==> config.mk <==
export PLATFORM = sky130hd
export DESIGN_NAME = lsw_status_word
export DESIGN_NICKNAME = d
export VERILOG_FILES = /design/src/common/lsw_pkg.sv /design/src/design/lsw_busy_timer.sv /design/src/design/lsw_status_word.sv
export SDC_FILE = /design/constraint.sdc
export NUM_CORES = 1
export LEC_CHECK = 0
export BUFFER_PORTS_ARGS = -buffer_cell sky130_fd_sc_hd__buf_2
export CAP_MARGIN = 20
export CORE_MARGIN = 2
export CORE_UTILIZATION = 54
export CTS_CLUSTER_DIAMETER = 40
export DETAILED_ROUTE_END_ITERATION = 6
export MAX_ROUTING_LAYER = met4
export PLACE_DENSITY = 0.8
export SKIP_CTS_REPAIR_TIMING = 1
export SLEW_MARGIN = 20
export SYNTH_ARGS = -nofsm -noshare
export SYNTH_HDL_FRONTEND = slang
export SYNTH_SLANG_ARGS = --single-unit
==> constraint.sdc <==
create_clock -name clk -period 3.42 [get_ports clk]
set_input_delay 0.684 -clock clk [delete_from_list [all_inputs] [get_ports clk]]
set_output_delay 0.684 -clock clk [all_outputs]
set_load 0.02 [all_outputs]
==> src/common/lsw_pkg.sv <==
// Constants shared by the LCD controller status word block
package lsw_pkg;
  localparam int CLK_MHZ = 25;

  // Register byte offsets
  localparam logic [7:0] ENTRY_MODE_OFS = 8'h00;
  localparam logic [7:0] DISP_CTRL_OFS  = 8'h04;
  localparam logic [7:0] ADDR_SET_OFS   = 8'h08;
  localparam logic [7:0] START_LINE_OFS = 8'h0C;
  localparam logic [7:0] DATA_WR_OFS    = 8'h10;
  localparam logic [7:0] STATUS_OFS     = 8'h14;
  localparam logic [7:0] ADDR_CNT_OFS   = 8'h18;
  localparam logic [7:0] LINE_STATE_OFS = 8'h1C;

  // Entry mode fields
  localparam int EM_INC_POS   = 0;
  localparam int EM_SHIFT_POS = 1;
  localparam int EM_GRAM_POS  = 2;
  // Display control fields
  localparam int DC_ULBLINK_POS = 0;
  localparam int DC_UL_POS      = 1;
  localparam int DC_BLINK_POS = 2;
  localparam int DC_CUR_POS   = 3;
  localparam int DC_DISP_POS  = 4;
  // Address set fields, widths and line state pending bit
  localparam int AS_TARGET_POS = 8;
  localparam int ADDR_W        = 8;
  localparam int LINE_W        = 6;
  localparam int LINE_PEND_POS = 8;

  // Status byte layout
  localparam int ST_BUSY1_POS  = 7;
  localparam int ST_BUSY2_POS  = 6;
  localparam int ST_TARGET_POS = 5;
  localparam int ST_INC_POS    = 4;
  localparam int ST_SHIFT_POS  = 3;
  localparam int ST_GRAM_POS   = 2;
  localparam int ST_DISP_POS   = 1;
  localparam int ST_UL_POS     = 0;

  // Reset values
  localparam logic [2:0] ENTRY_MODE_RST = 3'h1;
  localparam logic [4:0] DISP_CTRL_RST  = 5'h00;
  localparam logic [8:0] ADDR_RST       = 9'h000;
  localparam logic [5:0] LINE_RST       = 6'h00;

  // Busy times and derived cycle counts (least times, rounded up)
  localparam int CMD_BUSY_NS    = 2000;
  localparam int LINE_BUSY_NS   = 20000;
  localparam int TIMER_W        = 10;
  localparam int CMD_BUSY_CYC   = (CMD_BUSY_NS * CLK_MHZ + 999) / 1000;
  localparam int LINE_BUSY_CYC  = (LINE_BUSY_NS * CLK_MHZ + 999) / 1000;
  localparam logic [TIMER_W-1:0] CMD_BUSY_LOAD  = TIMER_W'(CMD_BUSY_CYC);
  localparam logic [TIMER_W-1:0] LINE_BUSY_LOAD = TIMER_W'(LINE_BUSY_CYC);
endpackage

==> src/design/lsw_busy_timer.sv <==
// Loadable busy down-counter with end-of-busy pulse
`timescale 1ns/100ps
module lsw_busy_timer
  import lsw_pkg::*;
#(
  parameter int WIDTH = TIMER_W
) (
  input  wire logic             clk,
  input  wire logic             sys_rst,
  input  wire logic             start,
  input  wire logic [WIDTH-1:0] loadValue,
  output logic                  busy,
  output logic                  done
);
  logic [WIDTH-1:0] count_reg;
  logic             loadWins;

  // A shorter new load never cuts short a longer busy already running
  assign loadWins = start && (loadValue > count_reg);

  always_ff @(posedge clk or posedge sys_rst) begin
    if (sys_rst) begin
      count_reg <= '0;
    end else if (loadWins) begin
      count_reg <= loadValue;
    end else if (count_reg != '0) begin
      count_reg <= count_reg - WIDTH'(1);
    end
  end

  always_ff @(posedge clk or posedge sys_rst) begin
    if (sys_rst) begin
      busy <= 1'b0;
      done <= 1'b0;
    end else begin
      busy <= loadWins || (count_reg > WIDTH'(1));
      done <= !loadWins && (count_reg == WIDTH'(1));
    end
  end
endmodule

==> src/design/lsw_status_word.sv <==
// LCD controller command registers, busy flags and status word over APB
`timescale 1ns/100ps

module lsw_status_word
  import lsw_pkg::*;
(
  input  wire logic        clk,
  input  wire logic        sys_rst,
  input  wire logic        psel,
  input  wire logic        penable,
  input  wire logic        pwrite,
  input  wire logic [7:0]  paddr,
  input  wire logic [31:0] pwdata,
  output logic      [31:0] prdata,
  output logic             pready,
  output logic             pslverr,
  output logic             busyPrimaryFlag,
  output logic             busySecondaryFlag,
  output logic      [7:0]  statusByte,
  output logic             displayOn,
  output logic      [5:0]  startLine
);
  // Configuration state
  logic [2:0]        entryMode_reg;
  logic [4:0]        dispCtrl_reg;
  logic              ramTargetSelectBit_reg;
  logic [ADDR_W-1:0] addrCount_reg;
  logic [LINE_W-1:0] pendingLine_reg;
  logic              linePending_reg;
  logic [LINE_W-1:0] activeLine_reg;

  // Bus handshake state and pin copies
  logic              accept_reg;
  logic              pready_reg;
  logic              pslverr_reg;
  logic [31:0]       prdata_reg;
  logic [7:0]        statusByte_reg;
  logic              displayOn_reg;
  logic [LINE_W-1:0] startLine_reg;

  // Timer outputs
  logic              primaryBusy;
  logic              secondaryBusy;
  logic              secondaryDone;

  // Decode
  logic              accessFirst;
  logic              accessDone;
  logic              isCmdAddr;
  logic              isRoAddr;
  logic              isMapped;
  logic              acceptNext;
  logic              errNext;
  logic              cmdCommit;
  logic              lineCommit;
  logic              addrCommit;
  logic              dataCommit;
  logic              entryCommit;
  logic              dispCommit;
  logic [7:0]        statusNow;
  logic [31:0]       readValue;
  logic              underlineActive;

  assign accessFirst = psel && penable && !pready_reg;
  assign accessDone  = psel && penable && pready_reg;

  always_comb begin
    isCmdAddr = 1'b0;
    isRoAddr  = 1'b0;
    unique case (paddr)
      ENTRY_MODE_OFS, DISP_CTRL_OFS, ADDR_SET_OFS,
      START_LINE_OFS, DATA_WR_OFS: isCmdAddr = 1'b1;
      STATUS_OFS, ADDR_CNT_OFS, LINE_STATE_OFS: isRoAddr = 1'b1;
      default: begin
        isCmdAddr = 1'b0;
        isRoAddr  = 1'b0;
      end
    endcase
  end

  assign isMapped = isCmdAddr || isRoAddr;

  // Writes decided at the first access cycle so a busy ending later cannot flip it
  assign acceptNext = pwrite && isCmdAddr && !primaryBusy;
  assign errNext    = !isMapped || (pwrite && !acceptNext);

  always_ff @(posedge clk or posedge sys_rst) begin
    if (sys_rst) begin
      pready_reg  <= 1'b0;
      pslverr_reg <= 1'b0;
      accept_reg  <= 1'b0;
    end else begin
      pready_reg  <= accessFirst;
      pslverr_reg <= accessFirst && errNext;
      accept_reg  <= accessFirst && acceptNext;
    end
  end

  assign cmdCommit   = accessDone && accept_reg;
  assign entryCommit = cmdCommit && (paddr == ENTRY_MODE_OFS);
  assign dispCommit  = cmdCommit && (paddr == DISP_CTRL_OFS);
  assign addrCommit  = cmdCommit && (paddr == ADDR_SET_OFS);
  assign lineCommit  = cmdCommit && (paddr == START_LINE_OFS);
  assign dataCommit  = cmdCommit && (paddr == DATA_WR_OFS);

  // Every accepted command makes the controller busy
  lsw_busy_timer #(
    .WIDTH     (TIMER_W)
  ) u_primary (
    .clk       (clk),
    .sys_rst   (sys_rst),
    .start     (cmdCommit),
    .loadValue (CMD_BUSY_LOAD),
    .busy      (primaryBusy),
    .done      ()
  );

  // Secondary busy covers all commands plus the longer start-line revision
  lsw_busy_timer #(
    .WIDTH     (TIMER_W)
  ) u_secondary (
    .clk       (clk),
    .sys_rst   (sys_rst),
    .start     (cmdCommit),
    .loadValue (lineCommit ? LINE_BUSY_LOAD : CMD_BUSY_LOAD),
    .busy      (secondaryBusy),
    .done      (secondaryDone)
  );

  always_ff @(posedge clk or posedge sys_rst) begin
    if (sys_rst) begin
      entryMode_reg <= ENTRY_MODE_RST;
    end else if (entryCommit) begin
      entryMode_reg <= pwdata[2:0];
    end
  end

  always_ff @(posedge clk or posedge sys_rst) begin
    if (sys_rst) begin
      dispCtrl_reg <= DISP_CTRL_RST;
    end else if (dispCommit) begin
      dispCtrl_reg <= pwdata[4:0];
    end
  end

  // Address counter: loaded by address set, stepped by each data write
  always_ff @(posedge clk or posedge sys_rst) begin
    if (sys_rst) begin
      {ramTargetSelectBit_reg, addrCount_reg} <= ADDR_RST;
    end else if (addrCommit) begin
      ramTargetSelectBit_reg <= pwdata[AS_TARGET_POS];
      addrCount_reg          <= pwdata[ADDR_W-1:0];
    end else if (dataCommit) begin
      if (entryMode_reg[EM_INC_POS]) begin
        addrCount_reg <= addrCount_reg + ADDR_W'(1);
      end else begin
        addrCount_reg <= addrCount_reg - ADDR_W'(1);
      end
    end
  end

  // A newer start line replaces the pending one and restarts its revision
  always_ff @(posedge clk or posedge sys_rst) begin
    if (sys_rst) begin
      pendingLine_reg <= LINE_RST;
      linePending_reg <= 1'b0;
    end else if (lineCommit) begin
      pendingLine_reg <= pwdata[LINE_W-1:0];
      linePending_reg <= 1'b1;
    end else if (secondaryDone) begin
      linePending_reg <= 1'b0;
    end
  end

  always_ff @(posedge clk or posedge sys_rst) begin
    if (sys_rst) begin
      activeLine_reg <= LINE_RST;
    end else if (secondaryDone && linePending_reg && !lineCommit) begin
      activeLine_reg <= pendingLine_reg;
    end
  end

  assign underlineActive = dispCtrl_reg[DC_UL_POS] || dispCtrl_reg[DC_ULBLINK_POS];

  // Low six bits held at zero while busy; their value has no meaning then
  always_comb begin
    statusNow                = 8'h00;
    statusNow[ST_BUSY1_POS]  = primaryBusy;
    statusNow[ST_BUSY2_POS]  = secondaryBusy;
    if (!primaryBusy) begin
      statusNow[ST_TARGET_POS] = ramTargetSelectBit_reg;
      statusNow[ST_INC_POS]    = entryMode_reg[EM_INC_POS];
      statusNow[ST_SHIFT_POS]  = entryMode_reg[EM_SHIFT_POS];
      statusNow[ST_GRAM_POS]   = entryMode_reg[EM_GRAM_POS];
      statusNow[ST_DISP_POS]   = dispCtrl_reg[DC_DISP_POS];
      statusNow[ST_UL_POS]     = underlineActive;
    end
  end

  always_comb begin
    readValue = 32'h0000_0000;
    unique case (paddr)
      ENTRY_MODE_OFS: readValue[2:0] = entryMode_reg;
      DISP_CTRL_OFS:  readValue[4:0] = dispCtrl_reg;
      ADDR_SET_OFS,
      ADDR_CNT_OFS:   readValue[8:0] = {ramTargetSelectBit_reg, addrCount_reg};
      START_LINE_OFS: readValue[LINE_W-1:0] = pendingLine_reg;
      STATUS_OFS:     readValue[7:0] = statusNow;
      LINE_STATE_OFS: begin
        readValue[LINE_W-1:0]    = activeLine_reg;
        readValue[LINE_PEND_POS] = linePending_reg;
      end
      default:        readValue = 32'h0000_0000;
    endcase
  end

  always_ff @(posedge clk or posedge sys_rst) begin
    if (sys_rst) begin
      prdata_reg <= 32'h0000_0000;
    end else if (accessFirst && !pwrite) begin
      prdata_reg <= readValue;
    end else if (!psel) begin
      prdata_reg <= 32'h0000_0000;
    end
  end

  // Pin copies, one cycle behind internal state
  always_ff @(posedge clk or posedge sys_rst) begin
    if (sys_rst) begin
      statusByte_reg <= 8'h00;
      displayOn_reg  <= 1'b0;
      startLine_reg  <= LINE_RST;
    end else begin
      statusByte_reg <= statusNow;
      displayOn_reg  <= dispCtrl_reg[DC_DISP_POS];
      startLine_reg  <= activeLine_reg;
    end
  end

  assign prdata            = prdata_reg;
  assign pready            = pready_reg;
  assign pslverr           = pslverr_reg;
  assign busyPrimaryFlag   = primaryBusy;
  assign busySecondaryFlag = secondaryBusy;
  assign statusByte        = statusByte_reg;
  assign displayOn         = displayOn_reg;
  assign startLine         = startLine_reg;
endmodule

## After elaboration in Yosys (flattened, before gate mapping)

Index checks and enable logic that the tools add are counted.

- Input bits: 45
- Output and inout port bits: 51
- ROM bits: 0
- Memories: 0
- Bits in writable memories: 0
- Logic and storage cells: 98
- Bits in latches: 0
- Register bits: 103

- Magnitude comparators: 4
- $add $sub $neg: 4
- Shift-type cells: 0
- Equality and inequality tests: 9
- Multiply operators: 0
- Reductions and logical operators: 42
- Bitwise operators: 0
- Divide/modulo/power cells: 0
- Multiplexer cells: 20

Operator list:

| operator | count |
|---|---|
| $mux 32 | 2 |
| $mux 10 | 4 |
| $eq 8x5->1 const B | 4 |
| $mux 8 | 3 |
| $gt 10x1->1 const B | 2 |
| $logic_and 1x1->1 | 20 |
| $reduce_bool 10->1 | 2 |
| $sub 10x1->10 const B | 2 |
| $pmux 3 s6 | 1 |
| $eq 8x4->1 const B | 2 |
| $eq 10x1->1 const B | 1 |
| $gt 6x10->1 const A | 1 |
| $gt 9x10->1 | 1 |
| $pmux 2 s5 | 1 |
| $mux 9 | 1 |
| $add 8x1->8 const B | 1 |
| $eq 8x3->1 const B | 1 |
| $logic_not 8->1 | 1 |
| $reduce_bool 2->1 | 4 |
| $sub 8x1->8 const B | 1 |
| $logic_not 1->1 | 7 |
| $mux 6 | 1 |
| $logic_or 1x1->1 | 5 |
| $reduce_or 5->1 | 1 |
| other kinds (7) | 10 |

## Logic depth before layout (Yosys ltp)

- Word-level depth: 9
- Gate-level depth with buffers: 11
- Depth with buffers taken out: 11

## Modules after synthesis

A second synthesis with hierarchy kept.

- Cells, all modules: 483
- Area, all modules: 4864.7 um^2

Modules (own cells, without submodules):

| module | area an instance (um^2) | cells each | seq. area each (um^2) | instances |
|---|---|---|---|---|
| lsw_status_word | 2927.8 | 281 | 1427.6 | 1 |
| lsw_busy_timer | 968.4 | 101 | 300.3 | 2 |

## Least setup slack after synthesis

OpenSTA, ideal clock, no wires.

- Path type: in2reg
- Start point: input paddr[0]
- End point: register u_secondary.count_reg[2]
- Stages on the path: 10
- Path buffers: 0
- Setup time: 0.080 ns
- Setup slack: -0.016 ns
- Required time: 3.340 ns
- Arrival: 3.356 ns
- Cells stage by stage: or4_4 -> nor3_4 -> nand3_1 -> clkinv_1 -> ha_1 -> a31o_2 -> a2111oi_0 -> a21oi_2 -> nor2_1 -> mux2i_1

- Cells in the longest elaborated chain, start to end: 6
- Elaborated cells between the ends (all ways): 7
- Classes of those cells: order compare: 1; eq/ne: 1; mux: 2; reduce/logical: 3

RTL lines:

| item | line | text |
|---|---|---|
| from (decl) | lsw_status_word.sv:12 | `input wire logic [7:0] paddr,` |
| $eq 8x4->1 * | lsw_status_word.sv:103 | `assign lineCommit = cmdCommit && (paddr == START_LINE_OFS);` |
| $logic_and 1x1->1 * | lsw_status_word.sv:103 |  |
| via lineCommit | lsw_status_word.sv:55 | `logic lineCommit;` |
| $mux 9 * | lsw_status_word.sv:125 | `.loadValue (lineCommit ? LINE_BUSY_LOAD : CMD_BUSY_LOAD),` |
| $gt 9x10->1 | lsw_busy_timer.sv:19 | `assign loadWins = start && (loadValue > count_reg);` |
| $logic_and 1x1->1 | lsw_busy_timer.sv:19 |  |
| $mux 10 / $reduce_bool 2->1 (equally long branches) | - |  |
| to (signal assigned) | lsw_busy_timer.sv:25 | `count_reg <= loadValue;` |
| to (signal assigned) | lsw_busy_timer.sv:27 | `count_reg <= count_reg - WIDTH'(1);` |
| to (decl) | lsw_busy_timer.sv:15 | `logic [WIDTH-1:0] count_reg;` |

Mark *: on every way through the listed nets, which the timed path passes. The rest lies on a longest branch.
A chain may end at the register's enable or synchronous reset.

## Worst setup path after layout

- Start point: input paddr[0]
- End point: register u_secondary.count_reg[7]

The elaborated chain is that of the path after synthesis.

==> parameters.txt <==
Parameter                              Value

Yosys
  Gate count after technology mapping    426
  Commonest cells in the synthesized netlist    sky130_fd_sc_hd__dfrtp_1, sky130_fd_sc_hd__nand2_1, sky130_fd_sc_hd__nor2_1
  Count of cell types in the netlist    59
  Area share of the largest cell type after synthesis    0.471
  Mean post-synth cell area    9.85 um^2
  Number of synthesized register bits    80
  Count leader, synth    sky130_fd_sc_hd__dfrtp_1
  Synth Cell Area    4190 um^2
  Synth area leaders    sky130_fd_sc_hd__dfrtp_1, sky130_fd_sc_hd__nand2_1, sky130_fd_sc_hd__buf_4
  Number of synthesized flops with an enable pin    0
  YS warnings    0
  Cell accounting for the most synthesized area    sky130_fd_sc_hd__dfrtp_1
  Ys async rst share    1.00
  Most instantiated flip-flop cell in the synthesis netlist    sky130_fd_sc_hd__dfrtp_1
  Sequential share of the synthesized area    0.478

GRT
  Pin count of the biggest net entering global routing    52
  Global-route wire length before repair    15.4 mm
  Busiest grt layer    met2
  Met1 GRT Util    0.304
  Total congestion overflow after global routing    0
  GRT Util Overall    0.239
  Global routing usage on met2    0.377
  Antenna violations before repair    1
  Global Route met3 Usage    0.0468
  Via count of the first global-routing pass    3188

Min path
  WHS Path Cells    0
  Worst min path class    reg2reg
  Beginning of the worst hold path    activeLine_reg[5]
  Destination of the worst hold path    startLine[5]

Route
  DRC violation count after routing    0
  Antenna Nets Post-Route    0
  Post-detailed-routing wire length    9.49 mm
  Number of iterations in the first detailed-routing pass    5
  Via count    3339
  Routed wire length per instance    16.0 um
  Via density    5.62
  Initial DRC Count    331

Floorplan
  Initial Util    0.551
  IO Pins    96
  Row count    32
  X dimension of the die    92.1 um
  Area of the core    7610 um^2
  Die height    92.1 um
  Floorplan die area    8490 um^2

Setup path
  Number of buffer and inverter instances along the worst setup path    2
  R2R Path Start    pready
  Crit path cell chain    buf_2, or4_4, nor3_4, nand3_1, clkinv_1, ha_1, a31o_2, a2111oi_0, a21oi_2, nor2_2, mux2i_1
  Largest stage delay on the critical path    690 ps
  Beginning of the critical path    paddr[0]
  Critical Setup Path Class    in2reg
  Reg2Reg Setup Slack    530 ps
  Slowest CP cell    sky130_fd_sc_hd__a2111oi_0
  Reg-to-Reg End    u_secondary.count_reg[7]
  Data arrival, critical path    3550 ps
  Data required time of the worst path    3690 ps
  Sort of element at the end of the critical path    flop
  Startpoint class of the critical path    input port
  Worst reg2reg path depth    10
  Maximum fanout along the worst path    5
  Top cell family by delay on the critical path    simple AND/OR/NAND/NOR gates

STA
  RSZ-0062 raised after global routing    no
  Highest achievable clock rate    0.305 GHz
  Clock tree skew after final layout    6.25 ps
  Ratio of final minimum period to clock period    0.960
  Final number of max-transition violations    0
  Relative max-transition margin    0.426
  Pin slew with the least headroom to its limit    861 ps
  Setup tns final    0 ps
  Crit path time final    3280 ps
  Count of final hold-check violations    0
  Count of endpoints failing setup in the final report    0

Pwr
  Cell area power density    378 nW/um^2
  Leakage Power    2.23 nW
  Max VDD drop    233 uV

Run
  Number of violations of the max-capacitance limit    0

Finish
  Final Non-Filler Cells    594
  Area of combinational cells with multiple inputs    1990 um^2
  Filler Cell Count    673
  Proportion of layout cells with a drive suffix above 1    0.210
  Area growth syn-to-layout    13.2%
  Final core area utilization    0.624
  Total Nets Final    545
  Final instance area    4750 um^2
  Storage element area    2000 um^2

Clock network
  Clock tree sinks    80
  Clock tree from TritonCTS    done
  Maximum clock path buffer count    2
  Clock-pin transition on the worst setup and hold timing paths    80 ps
  Worst skew pair latency    350 ps
  # H-tree levels    3
  Num CTS Buffers    9
  Root Buffer    sky130_fd_sc_hd__clkbuf_8

Place
  Placed Instances    577
  Area after detailed placement    4530 um^2
  Weighted congestion at the end of routability-driven global placement    0.899
  HPWL after DPL    6.73 mm
  Quantity of I/O buffers inserted on ports    49

Outcome
  Outcome    completed
==> how the worst max path moves through the flow <==
stage,to,slack (ps),cells after the start
floorplan,u_secondary.count_reg[2],80,10
finish,u_secondary.count_reg[7],140,11
global placement,u_secondary.count_reg[6],120,11
global route,u_secondary.count_reg[7],60,12
detailed placement,u_secondary.count_reg[7],-60,11
CTS,u_secondary.count_reg[7],270,11
==> stage by stage <==
stage | total power, W | worst slack [ps] | hold slack (ps)
floorplan | 0.00105 | 79.1 | 368
global placement | 0.00106 | 123 | 381
detailed placement | 0.00107 | -57.7 | 384
CTS | 0.00181 | 271 | 402
global route | 0.00186 | 61.1 | 417
finish | 0.00179 | 137 | 401
==> cells in the final DEF (no fill, tap or decap), types with 11 or more instances in the layout <==
| master | n |
|---|---|
| sky130_fd_sc_hd__inv_1 | 15 |
| sky130_fd_sc_hd__buf_2 | 49 |
| sky130_fd_sc_hd__mux2i_1 | 11 |
| sky130_fd_sc_hd__o21ai_0 | 22 |
| sky130_fd_sc_hd__a21oi_1 | 24 |
| sky130_fd_sc_hd__nand2_1 | 53 |
| sky130_fd_sc_hd__conb_1 | 23 |
| sky130_fd_sc_hd__dfrtp_1 | 79 |
| sky130_fd_sc_hd__nor2_1 | 39 |
| sky130_fd_sc_hd__mux2_2 | 15 |
| sky130_fd_sc_hd__ha_1 | 13 |
| sky130_fd_sc_hd__buf_4 | 13 |
==> layer usage <==
| layer | share of wire | up-vias |
|---|---|---|
| met5 | 0 | - |
| met4 | 0.032 | 0 |
| met3 | 0.059 | 31 |
| met2 | 0.48 | 126 |
| met1 | 0.43 | 1606 |
| li1 | - | 1576 |
==> cells by family (layout without fill, tap and decap cells) <==
| kind of cell | count (synthesis) | in the layout | share of synthesized area |
|---|---|---|---|
| buffers and inverters | 52 | 95 | 0.0677 |
| other | 1 | 24 | 0.000894 |
| adders and majority gates | 14 | 14 | 0.0436 |
| muxes | 26 | 26 | 0.0665 |
| xor gates and xnor gates | 13 | 13 | 0.0271 |
| DFF | 80 | 80 | 0.478 |
| AOI/OAI and AO/OA | 85 | 85 | 0.135 |
| and+or+nand+nor | 155 | 155 | 0.182 |
==> cell type report <==
| cell class | count | area share |
|---|---|---|
| flip-flops and latches | 80 | 0.422 |
| repair buffers | 62 | 0.0722 |
| well taps | 102 | 0.0269 |
| clock buffers | 11 | 0.0277 |
| diodes | 1 | 0.000527 |
| multi-input cells | 316 | 0.420 |
| clock inverters | 5 | 0.0171 |
| inverters | 17 | 0.0137 |
==> where the power goes <==
group / switching, W / internal (W)
clock network: 0.000335 / 0.000411
registers: 0.000000721 / 0.000947
logic: 0.0000773 / 0.0000229
total: 0.000413 / 0.00138
(Power assumes the default switching activity.)
